[src/pkg/tefl_pkg.sv]
// Package with register map, field positions and carrier types of the timer event block
package tefl_pkg;

    // Printed offsets are register indices; the byte address is four times the index
    localparam logic [7:0]  TEFL_DER_IDX   = 8'h04;
    localparam logic [7:0]  TEFL_IER_IDX   = 8'h05;
    localparam logic [7:0]  TEFL_SR1_IDX   = 8'h06;
    localparam logic [7:0]  TEFL_SR2_IDX   = 8'h07;
    localparam logic [7:0]  TEFL_EGR_IDX   = 8'h08;
    localparam logic [7:0]  TEFL_CTRL_IDX  = 8'h20;
    localparam logic [31:0] TEFL_DER_ADDR  = {22'h000000, TEFL_DER_IDX, 2'b00};
    localparam logic [31:0] TEFL_IER_ADDR  = {22'h000000, TEFL_IER_IDX, 2'b00};
    localparam logic [31:0] TEFL_SR1_ADDR  = {22'h000000, TEFL_SR1_IDX, 2'b00};
    localparam logic [31:0] TEFL_SR2_ADDR  = {22'h000000, TEFL_SR2_IDX, 2'b00};
    localparam logic [31:0] TEFL_EGR_ADDR  = {22'h000000, TEFL_EGR_IDX, 2'b00};
    localparam logic [31:0] TEFL_CTRL_ADDR = {22'h000000, TEFL_CTRL_IDX, 2'b00};

    // Reset values
    localparam logic [7:0]  TEFL_REG_RESET = 8'h00;
    localparam logic [4:0]  TEFL_CTRL_RESET = 5'h00;

    // Bit positions shared by enables, flags and event generation
    localparam int unsigned TEFL_BIT_UPD  = 0;
    localparam int unsigned TEFL_BIT_CC1  = 1;
    localparam int unsigned TEFL_BIT_CC4  = 4;
    localparam int unsigned TEFL_BIT_COM  = 5;
    localparam int unsigned TEFL_BIT_TRG  = 6;
    localparam int unsigned TEFL_BIT_BRK  = 7;
    localparam logic [7:0]  TEFL_DER_MASK = 8'h3F;
    localparam logic [7:0]  TEFL_SR2_MASK = 8'h1E;

    // Control register fields
    localparam int unsigned TEFL_CTRL_UPD_INHIBIT = 0;
    localparam int unsigned TEFL_CTRL_UPD_SOURCE  = 1;
    localparam int unsigned TEFL_CTRL_PRELOAD_ON  = 2;
    localparam int unsigned TEFL_CTRL_DMA_ON_UPD  = 3;
    localparam int unsigned TEFL_CTRL_MAIN_OUT_ON = 4;

    // Number of capture/compare channels
    localparam int unsigned TEFL_NCH = 4;

    // Events and levels coming from the counter core and slave controller
    typedef struct packed {
        logic       ovf;
        logic       udf;
        logic       trig_reinit;
        logic       com_in;
        logic       trigger_input_sel;
        logic       trig_gated;
        logic       brk_active;
        logic       count_down;
        logic       center_align_select;
        logic [3:0] cmp_match;
        logic [3:0] cmp_above_arr;
        logic [3:0] capture;
        logic [3:0] chan_input;
        logic [3:0] ccr_low_read;
    } tefl_core_in_t;

    // One-cycle commands back to the counter core
    typedef struct packed {
        logic       uev;
        logic       cnt_reinit;
        logic       reinit_to_reload;
        logic       psc_clear;
        logic       com_transfer;
        logic       trig_event;
        logic [3:0] sw_capture;
    } tefl_core_out_t;

endpackage : tefl_pkg

[src/hdl/tefl_chan_flags.sv]
// Capture/compare flag and overcapture flag of one timer channel
module tefl_chan_flags (
    input  wire logic hclk,
    input  wire logic hresetn,
    input  wire logic is_input,
    input  wire logic hw_capture,
    input  wire logic cmp_set,
    input  wire logic sw_gen,
    input  wire logic flag_clear,
    input  wire logic ovc_clear,
    input  wire logic read_clear,
    output logic      cc_event,
    output logic      capture_ev,
    output logic      flag_q,
    output logic      ovc_q
);

    logic compare_ev;

    assign capture_ev = is_input & (hw_capture | sw_gen);
    assign compare_ev = ~is_input & (cmp_set | sw_gen);
    assign cc_event   = capture_ev | compare_ev;

    // Set wins over any clear arriving in the same cycle
    always_ff @(posedge hclk or negedge hresetn) begin
        if (!hresetn) begin
            flag_q <= 1'b0;
        end else if (cc_event) begin
            flag_q <= 1'b1;
        end else if (flag_clear | read_clear) begin
            flag_q <= 1'b0;
        end
    end

    always_ff @(posedge hclk or negedge hresetn) begin
        if (!hresetn) begin
            ovc_q <= 1'b0;
        end else if (capture_ev & flag_q) begin
            ovc_q <= 1'b1;
        end else if (ovc_clear) begin
            ovc_q <= 1'b0;
        end
    end

endmodule : tefl_chan_flags

[src/hdl/tefl_event_ctrl.sv]
// Timer event, status flag, interrupt request and DMA request logic with AHB-Lite registers
//
// Added by the designer: register access over AHB-Lite.
module tefl_event_ctrl (
    input  wire logic                    hclk,
    input  wire logic                    hresetn,
    input  wire logic                    hsel,
    input  wire logic [31:0]             haddr,
    input  wire logic [1:0]              htrans,
    input  wire logic                    hwrite,
    input  wire logic [2:0]              hsize,
    input  wire logic [31:0]             hwdata,
    input  wire logic                    hready,
    output logic                         hreadyout,
    output logic                         hresp,
    output logic [31:0]                  hrdata,
    input  wire tefl_pkg::tefl_core_in_t core_in,
    output tefl_pkg::tefl_core_out_t     core_out,
    output logic                         main_output_on,
    output logic [7:0]                   irq_req,
    output logic [5:0]                   dma_req
);

    // Bus data phase state
    logic        wr_pend_q;
    logic [31:0] addr_q;
    logic [31:0] hrdata_q;
    logic        addr_phase;
    logic [7:0]  wdata;
    logic [7:0]  rd_mux;

    // Software registers
    logic [7:0]  der_q;
    logic [7:0]  ier_q;
    logic        update_inhibit_q;
    logic        update_source_select_q;
    logic        control_preload_on_q;
    logic        channel_dma_on_update_q;
    logic        main_output_on_q;

    // Flags
    logic        break_flag_q;
    logic        trigger_flag_q;
    logic        commutation_flag_q;
    logic        update_flag_q;
    logic [3:0]  chan_flag;
    logic [3:0]  chan_ovc;
    logic [7:0]  sr1;
    logic [7:0]  sr2;

    // Write strobes and event terms
    logic        wr_der;
    logic        wr_ier;
    logic        wr_sr1;
    logic        wr_sr2;
    logic        wr_egr;
    logic        wr_ctrl;
    logic [7:0]  sw_gen;
    logic [7:0]  sr1_clr;
    logic [7:0]  sr2_clr;
    logic        trigger_input_sel_q;
    logic        trig_edge;
    logic        trig_ev;
    logic        com_ev;
    logic        wrap;
    logic        uev;
    logic        update_set;
    logic [3:0]  cmp_set;
    logic [3:0]  cc_event;
    logic [3:0]  capture_ev;
    logic [5:0]  dma_d;
    logic [5:0]  dma_q;
    tefl_pkg::tefl_core_out_t core_out_d;
    tefl_pkg::tefl_core_out_t core_out_q;

    // Bus slave: zero wait states, always OKAY
    assign hreadyout  = 1'b1;
    assign hresp      = 1'b0;
    assign hrdata     = hrdata_q;
    assign addr_phase = hsel & htrans[1] & hready;
    assign wdata      = hwdata[7:0];

    always_ff @(posedge hclk or negedge hresetn) begin
        if (!hresetn) begin
            wr_pend_q <= 1'b0;
            addr_q    <= 32'h00000000;
        end else begin
            wr_pend_q <= addr_phase & hwrite;
            if (addr_phase) begin
                addr_q <= haddr;
            end
        end
    end

    // Read data is captured at the end of the address phase, so a write still in its
    // data phase is not yet visible; a master running back to back sees the old value
    always_comb begin
        unique case (haddr)
            tefl_pkg::TEFL_DER_ADDR:  rd_mux = der_q;
            tefl_pkg::TEFL_IER_ADDR:  rd_mux = ier_q;
            tefl_pkg::TEFL_SR1_ADDR:  rd_mux = sr1;
            tefl_pkg::TEFL_SR2_ADDR:  rd_mux = sr2;
            tefl_pkg::TEFL_CTRL_ADDR: rd_mux = {3'b000, main_output_on_q,
                                                channel_dma_on_update_q,
                                                control_preload_on_q,
                                                update_source_select_q,
                                                update_inhibit_q};
            default:                  rd_mux = 8'h00;
        endcase
    end

    always_ff @(posedge hclk or negedge hresetn) begin
        if (!hresetn) begin
            hrdata_q <= 32'h00000000;
        end else if (addr_phase & ~hwrite) begin
            hrdata_q <= {24'h000000, rd_mux};
        end
    end

    assign wr_der  = wr_pend_q & (addr_q == tefl_pkg::TEFL_DER_ADDR);
    assign wr_ier  = wr_pend_q & (addr_q == tefl_pkg::TEFL_IER_ADDR);
    assign wr_sr1  = wr_pend_q & (addr_q == tefl_pkg::TEFL_SR1_ADDR);
    assign wr_sr2  = wr_pend_q & (addr_q == tefl_pkg::TEFL_SR2_ADDR);
    assign wr_egr  = wr_pend_q & (addr_q == tefl_pkg::TEFL_EGR_ADDR);
    assign wr_ctrl = wr_pend_q & (addr_q == tefl_pkg::TEFL_CTRL_ADDR);

    // Generation bits act during the write itself and are never stored
    assign sw_gen  = wr_egr ? wdata : 8'h00;
    assign sr1_clr = wr_sr1 ? ~wdata : 8'h00;
    assign sr2_clr = wr_sr2 ? (~wdata & tefl_pkg::TEFL_SR2_MASK) : 8'h00;

    // Enable registers
    always_ff @(posedge hclk or negedge hresetn) begin
        if (!hresetn) begin
            der_q <= tefl_pkg::TEFL_REG_RESET;
        end else if (wr_der) begin
            der_q <= wdata & tefl_pkg::TEFL_DER_MASK;
        end
    end

    always_ff @(posedge hclk or negedge hresetn) begin
        if (!hresetn) begin
            ier_q <= tefl_pkg::TEFL_REG_RESET;
        end else if (wr_ier) begin
            ier_q <= wdata;
        end
    end

    // Control register
    always_ff @(posedge hclk or negedge hresetn) begin
        if (!hresetn) begin
            update_inhibit_q        <= tefl_pkg::TEFL_CTRL_RESET[tefl_pkg::TEFL_CTRL_UPD_INHIBIT];
            update_source_select_q  <= tefl_pkg::TEFL_CTRL_RESET[tefl_pkg::TEFL_CTRL_UPD_SOURCE];
            control_preload_on_q    <= tefl_pkg::TEFL_CTRL_RESET[tefl_pkg::TEFL_CTRL_PRELOAD_ON];
            channel_dma_on_update_q <= tefl_pkg::TEFL_CTRL_RESET[tefl_pkg::TEFL_CTRL_DMA_ON_UPD];
        end else if (wr_ctrl) begin
            update_inhibit_q        <= wdata[tefl_pkg::TEFL_CTRL_UPD_INHIBIT];
            update_source_select_q  <= wdata[tefl_pkg::TEFL_CTRL_UPD_SOURCE];
            control_preload_on_q    <= wdata[tefl_pkg::TEFL_CTRL_PRELOAD_ON];
            channel_dma_on_update_q <= wdata[tefl_pkg::TEFL_CTRL_DMA_ON_UPD];
        end
    end

    // A break always beats a software attempt to turn the outputs on
    always_ff @(posedge hclk or negedge hresetn) begin
        if (!hresetn) begin
            main_output_on_q <= tefl_pkg::TEFL_CTRL_RESET[tefl_pkg::TEFL_CTRL_MAIN_OUT_ON];
        end else if (sw_gen[tefl_pkg::TEFL_BIT_BRK] | core_in.brk_active) begin
            main_output_on_q <= 1'b0;
        end else if (wr_ctrl) begin
            main_output_on_q <= wdata[tefl_pkg::TEFL_CTRL_MAIN_OUT_ON];
        end
    end

    assign main_output_on = main_output_on_q;

    // Break flag
    always_ff @(posedge hclk or negedge hresetn) begin
        if (!hresetn) begin
            break_flag_q <= 1'b0;
        end else if (core_in.brk_active | sw_gen[tefl_pkg::TEFL_BIT_BRK]) begin
            break_flag_q <= 1'b1;
        end else if (sr1_clr[tefl_pkg::TEFL_BIT_BRK]) begin
            break_flag_q <= 1'b0;
        end
    end

    // Trigger edge detection on the selected trigger input
    always_ff @(posedge hclk or negedge hresetn) begin
        if (!hresetn) begin
            trigger_input_sel_q <= 1'b0;
        end else begin
            trigger_input_sel_q <= core_in.trigger_input_sel;
        end
    end

    assign trig_edge = core_in.trig_gated ? (core_in.trigger_input_sel ^ trigger_input_sel_q)
                                          : (core_in.trigger_input_sel & ~trigger_input_sel_q);
    assign trig_ev   = trig_edge | sw_gen[tefl_pkg::TEFL_BIT_TRG];

    always_ff @(posedge hclk or negedge hresetn) begin
        if (!hresetn) begin
            trigger_flag_q <= 1'b0;
        end else if (trig_ev) begin
            trigger_flag_q <= 1'b1;
        end else if (sr1_clr[tefl_pkg::TEFL_BIT_TRG]) begin
            trigger_flag_q <= 1'b0;
        end
    end

    // Commutation happens only while the channel controls are preloaded
    assign com_ev = (sw_gen[tefl_pkg::TEFL_BIT_COM] | core_in.com_in)
                  & control_preload_on_q;

    always_ff @(posedge hclk or negedge hresetn) begin
        if (!hresetn) begin
            commutation_flag_q <= 1'b0;
        end else if (com_ev) begin
            commutation_flag_q <= 1'b1;
        end else if (sr1_clr[tefl_pkg::TEFL_BIT_COM]) begin
            commutation_flag_q <= 1'b0;
        end
    end

    // Update event and update flag
    assign wrap       = core_in.ovf | core_in.udf;
    assign uev        = (wrap | sw_gen[tefl_pkg::TEFL_BIT_UPD] | core_in.trig_reinit)
                      & ~update_inhibit_q;
    assign update_set = (wrap & ~update_inhibit_q)
                      | ((sw_gen[tefl_pkg::TEFL_BIT_UPD] | core_in.trig_reinit)
                         & ~update_source_select_q & ~update_inhibit_q);

    always_ff @(posedge hclk or negedge hresetn) begin
        if (!hresetn) begin
            update_flag_q <= 1'b0;
        end else if (update_set) begin
            update_flag_q <= 1'b1;
        end else if (sr1_clr[tefl_pkg::TEFL_BIT_UPD]) begin
            update_flag_q <= 1'b0;
        end
    end

    // Compare beyond reload: flag on overflow counting up or centred, underflow counting down
    always_comb begin
        for (int i = 0; i < tefl_pkg::TEFL_NCH; i++) begin
            cmp_set[i] = core_in.cmp_match[i]
                       | (core_in.cmp_above_arr[i]
                          & ((core_in.count_down & ~core_in.center_align_select)
                             ? core_in.udf : core_in.ovf));
        end
    end

    for (genvar ch = 0; ch < tefl_pkg::TEFL_NCH; ch++) begin : g_chan
        tefl_chan_flags u_chan (
            .hclk       (hclk),
            .hresetn    (hresetn),
            .is_input   (core_in.chan_input[ch]),
            .hw_capture (core_in.capture[ch]),
            .cmp_set    (cmp_set[ch]),
            .sw_gen     (sw_gen[tefl_pkg::TEFL_BIT_CC1 + ch]),
            .flag_clear (sr1_clr[tefl_pkg::TEFL_BIT_CC1 + ch]),
            .ovc_clear  (sr2_clr[tefl_pkg::TEFL_BIT_CC1 + ch]),
            .read_clear (core_in.ccr_low_read[ch]),
            .cc_event   (cc_event[ch]),
            .capture_ev (capture_ev[ch]),
            .flag_q     (chan_flag[ch]),
            .ovc_q      (chan_ovc[ch])
        );
    end

    assign sr1 = {break_flag_q, trigger_flag_q, commutation_flag_q, chan_flag, update_flag_q};
    assign sr2 = {3'b000, chan_ovc, 1'b0};

    // Interrupt requests are the flag gated by its enable
    assign irq_req = sr1 & ier_q;

    // DMA requests come from the events, so enabling on a set flag gives nothing
    assign dma_d[tefl_pkg::TEFL_BIT_UPD] = update_set & der_q[tefl_pkg::TEFL_BIT_UPD];
    assign dma_d[tefl_pkg::TEFL_BIT_COM] = com_ev & der_q[tefl_pkg::TEFL_BIT_COM];
    assign dma_d[tefl_pkg::TEFL_BIT_CC4:tefl_pkg::TEFL_BIT_CC1] =
        (channel_dma_on_update_q ? {4{uev}} : cc_event)
        & der_q[tefl_pkg::TEFL_BIT_CC4:tefl_pkg::TEFL_BIT_CC1];

    always_ff @(posedge hclk or negedge hresetn) begin
        if (!hresetn) begin
            dma_q <= 6'h00;
        end else begin
            dma_q <= dma_d;
        end
    end

    assign dma_req = dma_q;

    // Commands to the counter core, one cycle after their cause
    always_comb begin
        core_out_d                  = '0;
        core_out_d.uev              = uev;
        core_out_d.cnt_reinit       = sw_gen[tefl_pkg::TEFL_BIT_UPD];
        core_out_d.psc_clear        = sw_gen[tefl_pkg::TEFL_BIT_UPD];
        core_out_d.reinit_to_reload = sw_gen[tefl_pkg::TEFL_BIT_UPD]
                                    & core_in.count_down
                                    & ~core_in.center_align_select;
        core_out_d.com_transfer     = com_ev;
        core_out_d.trig_event       = trig_ev;
        core_out_d.sw_capture       = capture_ev
                                    & sw_gen[tefl_pkg::TEFL_BIT_CC4:tefl_pkg::TEFL_BIT_CC1];
    end

    always_ff @(posedge hclk or negedge hresetn) begin
        if (!hresetn) begin
            core_out_q <= '0;
        end else begin
            core_out_q <= core_out_d;
        end
    end

    assign core_out = core_out_q;

endmodule : tefl_event_ctrl

[config.mk]
export PLATFORM = sky130hd
export DESIGN_NAME = tefl_event_ctrl
export DESIGN_NICKNAME = d
export VERILOG_FILES = /design/src/pkg/tefl_pkg.sv /design/src/hdl/tefl_chan_flags.sv /design/src/hdl/tefl_event_ctrl.sv
export SDC_FILE = /design/constraint.sdc
export NUM_CORES = 1
export LEC_CHECK = 0
export ABC_CLOCK_PERIOD_IN_PS = 2350
export BUFFER_PORTS_ARGS = -buffer_cell sky130_fd_sc_hd__buf_4
export CORE_ASPECT_RATIO = 1.75
export CORE_MARGIN = 4
export CORE_UTILIZATION = 30
export DETAILED_ROUTE_END_ITERATION = 10
export PLACE_DENSITY = 0.64
export SKIP_LAST_GASP = 1
export SYNTH_ARGS = -nofsm -noshare
export SYNTH_HDL_FRONTEND = slang
export SYNTH_HIERARCHICAL = 1
export SYNTH_SLANG_ARGS = --single-unit
[constraint.sdc]
create_clock -name hclk -period 2.35 [get_ports hclk]
set_clock_uncertainty 0.05 [all_clocks]
set_input_delay 0.47 -clock hclk [delete_from_list [all_inputs] [get_ports hclk]]
set_output_delay 0.47 -clock hclk [all_outputs]
set_load 0.02 [all_outputs]
Word-level counts from Yosys, hierarchy flattened. Index checks and enable logic that the tools add are counted.

Register bits after elaboration: 88. Input port bits: 103. Output and inout bits: 59. Logic and storage cells: 166.

Eq/ne operators: 11. Mux-type cells: 33. Bitwise gates (word level): 79. Reductions and logical operators: 13.

Operators by type and width (count): $eq A32 B5 Y1 const B (8); $eq A32 B8 Y1 const B (2); $pmux W8 S5 (1); $and A1 B1 Y1 (37); $eq A32 B6 Y1 const B (1); $mux W1 (28); $or A1 B1 Y1 (28); $reduce_bool A2 Y1 (13); $mux W8 (2); $not A1 Y1 (9); $and A4 B4 Y4 (2); $and A8 B8 Y8 (1); $not A8 Y8 (1); $mux W5 (1); $mux W4 (1); $xor A1 B1 Y1 (1).

Depth between registers and ports, before layout.
Depth after elaboration: 10. Mapped depth: 8. Mapped depth without buffers: 7.

Cells and area by module. Netlist, hierarchy kept.

Modules (own cells, without submodules): tefl_event_ctrl (times used 1, cells each 314, area each 3839.9 um^2, seq. area each 2001.9 um^2); tefl_chan_flags (times used 4, cells each 9, area each 105.1 um^2, seq. area each 50.0 um^2).

Least setup slack after synthesis. No wires, ideal clock.

Path type: register -> register. Start: register addr_q[14]. End: register ier_q[0]. Library setup time: 125 ps. Arrival: 1869 ps. Data required time: 2175 ps. Setup slack: 307 ps. Stages on the path, launching flop included: 5. Path buffers: 0. Period minus slack after synthesis: 2043 ps. Cell sequence: dfrtp_1 -> nor4_1 -> nand4_2 -> nor4b_4 -> mux2_2.

Longest elaborated chain between the ends: 2.

RTL lines: from (decl) (RTL line tefl_event_ctrl.sv:26) `logic [31:0] addr_q;`; from (signal assigned) (RTL line tefl_event_ctrl.sv:90) `addr_q <= haddr;`; $eq A32 B5 Y1 (RTL line tefl_event_ctrl.sv:121) `assign wr_ier = wr_pend_q & (addr_q == tefl_pkg::TEFL_IER_ADDR);`; $and A1 B1 Y1 (RTL line tefl_event_ctrl.sv:121); to (signal assigned) (RTL line tefl_event_ctrl.sv:143) `ier_q <= tefl_pkg::TEFL_REG_RESET;`; to (signal assigned) (RTL line tefl_event_ctrl.sv:145) `ier_q <= wdata;`; to (decl) (RTL line tefl_event_ctrl.sv:34) `logic [7:0] ier_q;`.

Every way passes these cells. A chain may end at the register's enable or synchronous reset.

Worst setup path in the final report.
Start: register addr_q[27]. End: register dma_q[2] (netlist: dma_req[2]).

Longest elaborated chain between the ends: 8. Elaborated cells between the ends (all ways): 13. Classes of those cells: eq/ne: 1; mux: 2; bitwise: 10.

RTL lines: $eq A32 B6 Y1 * (RTL line tefl_event_ctrl.sv:124) `assign wr_egr = wr_pend_q & (addr_q == tefl_pkg::TEFL_EGR_ADDR);`; $and A1 B1 Y1 * (RTL line tefl_event_ctrl.sv:124); $mux W8 * (RTL line tefl_event_ctrl.sv:128) `assign sw_gen = wr_egr ? wdata : 8'h00;`; named net sw_gen[2] (RTL line tefl_event_ctrl.sv:58) `logic [7:0] sw_gen;`; $or A1 B1 Y1, on equally long branches (RTL line tefl_chan_flags.sv:20, tefl_chan_flags.sv:21); $and A1 B1 Y1, on equally long branches (RTL line tefl_chan_flags.sv:20, tefl_chan_flags.sv:21); $or A1 B1 Y1 * (RTL line tefl_chan_flags.sv:22) `assign cc_event = capture_ev | compare_ev;`; named net cc_event[1] (RTL line tefl_event_ctrl.sv:69) `logic [3:0] cc_event;`; $mux W4 * (RTL line tefl_event_ctrl.sv:281) `(channel_dma_on_update_q ? {4{uev}} : cc_event)`; $and A4 B4 Y4 * (RTL line tefl_event_ctrl.sv:282) `& der_q[tefl_pkg::TEFL_BIT_CC4:tefl_pkg::TEFL_BIT_CC1];`; named net dma_d[2] (RTL line tefl_event_ctrl.sv:71) `logic [5:0] dma_d;`; to (signal assigned) (RTL line tefl_event_ctrl.sv:288) `dma_q <= dma_d;`; to (decl) (RTL line tefl_event_ctrl.sv:72) `logic [5:0] dma_q;`.

The timed path passes the listed nets; every way through them passes the cells marked *.

==> metrics.json <==
{
  "floorplan": {
    "ios": 162,
    "area_of_the_die_sq_mm": 0.0162,
    "fp.dieH_microns": 166,
    "chipWidth_microns": 98.1,
    "std_cell_rows": 57,
    "initial_cell_density_of_the_core_pct": 30.6,
    "core_region_area_sq_mm": 0.0139
  },
  "final_layout": {
    "design_area_sq_mm": 0.00565,
    "finish.utilization_pct": 40.7,
    "area_growth_synth_to_finish_pct": 32.7,
    "register_area_sq_mm": 0.00220,
    "final_common_cell": "sky130_fd_sc_hd__buf_4",
    "num-fill-cells": 1354,
    "finish.net_count": 581,
    "antenna-diode-count": 0,
    "final_cell_mix": "sky130_fd_sc_hd__buf_4 (123), sky130_fd_sc_hd__dfrtp_1 (88), sky130_fd_sc_hd__mux2_2 (51)",
    "layout-drive-gt1-share_pct": 44.4,
    "total_area_of_multi_input_combinational_cells_sq_mm": 0.00191
  },
  "critical_path": {
    "critPathLaunchType": "register",
    "critical_path.n_buffers_inverters": 2,
    "crit_path_end_kind": "register",
    "critical_path_depth": 9,
    "critical-path-top-cell-by-count": "sky130_fd_sc_hd__buf_4",
    "r2r_start": "addr_q[27]",
    "rrSetupSlack_ns": 0.20,
    "worst_r2r_endpoint": "dma_req[2]",
    "worst-setup-path-type": "reg -> reg",
    "worst_setup_path_startpoint": "addr_q[27]",
    "max_stage_delay_ns": 0.38,
    "cp_top_family": "simple AND/OR/NAND/NOR gates",
    "number_of_cells_on_the_worst_reg_to_reg_path": 9,
    "crit_fanout": 4,
    "critical_path.cell_chain": "nor4_1, buf_4, and4_1, and3_1, buf_4, and2_1, a211o_2, nand2b_1, a21boi_0",
    "worstPathArrival_ns": 2.34,
    "worst_path_max_delay_cell": "sky130_fd_sc_hd__dfrtp_1",
    "crit_required_ns": 2.54,
    "crit_path_end": "dma_req[2]"
  },
  "sta": {
    "setup_repair_after_global_routing_missed_its_margin": "false",
    "report.final.slew_viol_count": 0,
    "fmaxAchievable_ghz": 0.465,
    "tns_ns": 0,
    "slew-limit-headroom_pct": 59.5,
    "worst_pin_slew_ns": 0.601,
    "hold_viol_final": 0,
    "post-route-period-util_pct": 91.4,
    "setup_violations": 0,
    "layout_min_cycle_time_ns": 2.15,
    "layout_setup_ws_ns": 0.202,
    "finalHoldWorstSlack_ns": 0.208
  },
  "synth": {
    "part_of_the_yosys_area_used_for_sequential_elements_pct": 51.7,
    "synth.area.top_cells": "sky130_fd_sc_hd__dfrtp_1 (52%), sky130_fd_sc_hd__mux2_2 (13%), sky130_fd_sc_hd__buf_4 (4.8%)",
    "synth_top_area_share_pct": 51.7,
    "synth_warnings": 6,
    "yosys_register_bits": 88,
    "synth_area_per_cell_sq_um": 12.2,
    "syn-cell-area_sq_mm": 0.00426,
    "synth-edff-count": 0,
    "post_synth_inst_count": 350,
    "synth_top_area_cell": "sky130_fd_sc_hd__dfrtp_1",
    "ys_types": 47,
    "ys_dominant_reg_cell": "sky130_fd_sc_hd__dfrtp_1",
    "ys_async_rst_share_pct": 100
  },
  "run": {
    "cap_violations": 0
  },
  "detailed_routing": {
    "num_vias": 3144,
    "wire_per_inst_microns": 17.2,
    "topRoutingLayerUsed": "met4",
    "wl_met1_microns": 3780,
    "wl_met2_microns": 6430,
    "detail_route.vias_per_cell": 4.77,
    "met3_wirelength_microns": 856,
    "drt_pre_antenna_iters": 4,
    "drt_iter0_drc": 60,
    "drt_wl_total_microns": 11300,
    "detail-route-antenna-nets": 0,
    "post-route-drc-count": 0
  },
  "placement": {
    "portBuffers": 107,
    "dp_slack_ns": -0.0184,
    "dp_hpwl_microns": 9020,
    "place_congestion": 0.837,
    "dpl-instance-area_sq_mm": 0.00531
  },
  "cts": {
    "clock_insertion_delay_worst_skew_ns": 0.34,
    "tritoncts": "built",
    "cts_inserted_buffers": 9,
    "cts_max_path_buffers": 2,
    "path_clk_slew_ns": 0.07,
    "root_buffer": "sky130_fd_sc_hd__clkbuf_16",
    "clkSinkCount": 88,
    "postCtsSetupBuffers": 0,
    "ctsHtreeMaxLevel": 3
  },
  "global_route": {
    "remaining_global_route_overflow": 0,
    "grt_antenna_before_repair": 0,
    "grt_start_max_net_pins": 44,
    "globalRouteTotalUtil_pct": 14.2,
    "grt_pass1_wl_microns": 18000,
    "grt_pass1_vias": 3384
  },
  "pwr": {
    "max-vdd-ir-drop_v": 0.000400,
    "power_density_mw_per_mm2": 649,
    "power_leakage_nw": 2.68
  },
  "hold_path": {
    "timing.hold.worst.class": "in -> reg"
  },
  "status": {
    "result_of_the_run": "finished clean"
  }
}
[cells by family (layout without fill, tap and decap cells)]
logic type | Yosys count | in the layout | share of synthesized area [%]
AND/OR/NAND/NOR | 106 | 106 | 16.1
flip-flops | 88 | 88 | 51.7
multiplexers | 59 | 59 | 16.5
AO/OA/AOI/OAI | 50 | 50 | 8.96
buffers and inverters | 44 | 152 | 6.28
other | 2 | 26 | 0.176
adder cells (fa/ha/maj) | 1 | 1 | 0.294
[synth_stat cells (all sizes together), types with 4 or more instances]
library cell / n
nand2: 14
buf: 27
a21boi: 4
and3: 5
clkbuf: 7
a22oi: 7
inv: 10
o21a: 5
a21o: 4
dfrtp: 88
nor4b: 7
o21ai: 10
nand3: 4
a211o: 4
mux4: 4
mux2i: 4
a22o: 4
nor3b: 5
mux2: 51
nand2b: 6
nor2b: 8
a2111o: 4
nor2: 17
nor4: 14
and2: 13
[worst min path at each step]
stage | start | to | cells past startpoint
after floorplan | hresetn | addr_q[0] | 0
after CTS | core_in[24] | trigger_input_sel_q | 1
after detailed placement | hresetn | g_chan[2].u_chan/flag_q | 1
after global routing | core_in[24] | trigger_input_sel_q | 1
after global placement | hresetn | core_out[2] | 1
final | core_in[24] | trigger_input_sel_q | 1
[flip-flops by register name, indices dropped and copies added (netlist names)]
| register | cells |
|---|---|
| g_chan.u_chan/ovc_q | 4 |
| main_output_on | 1 |
| control_preload_on_q | 1 |
| trigger_input_sel_q | 1 |
| trigger_flag_q | 1 |
| core_out | 9 |
| wr_pend_q | 1 |
| ier_q | 8 |
| update_source_select_q | 1 |
| addr_q | 32 |
| dma_req | 6 |
| update_flag_q | 1 |
| channel_dma_on_update_q | 1 |
| der_q | 6 |
| hrdata | 8 |
| commutation_flag_q | 1 |
| break_flag_q | 1 |
| update_inhibit_q | 1 |
| g_chan.u_chan/flag_q | 4 |
[stage by stage]
stage          cells  total power [mW]
4_1_cts          659              3.71
3_3_place_gp     642              2.17
5_1_grt          659              3.83
6_report         659              3.67
3_5_place_dp     642              2.20
2_1_floorplan    374              1.99
[metal layers]
metal	vias up	track usage, %
met4	0	5.12
met1	1536	14.6
met3	16	4.38
met5	-	0
li1	1477	-
met2	115	26.4
[power by group]
group          switching (mW)  internal, mW
combinational           0.213         0.247
sequential             0.0807          1.63
clock                   0.570         0.928
[what timing repair did]
action / CTS / global route
hold endpoints to repair: 14 / 0
endpoints found under the setup margin: 2 / 24
resized for setup: 1 / 3
hold buffers: 1 / 0
pin swaps: 0 / 0
[final cells by class]
class	count	area share [%]
flip-flops and latches	88	38.9
multi-input cells	242	33.7
repair buffers	126	17.2
clock buffers	10	4.05
well taps	177	3.92
clock inverters	6	1.48
inverters	10	0.664
Power figures use the tool's default switching activity.
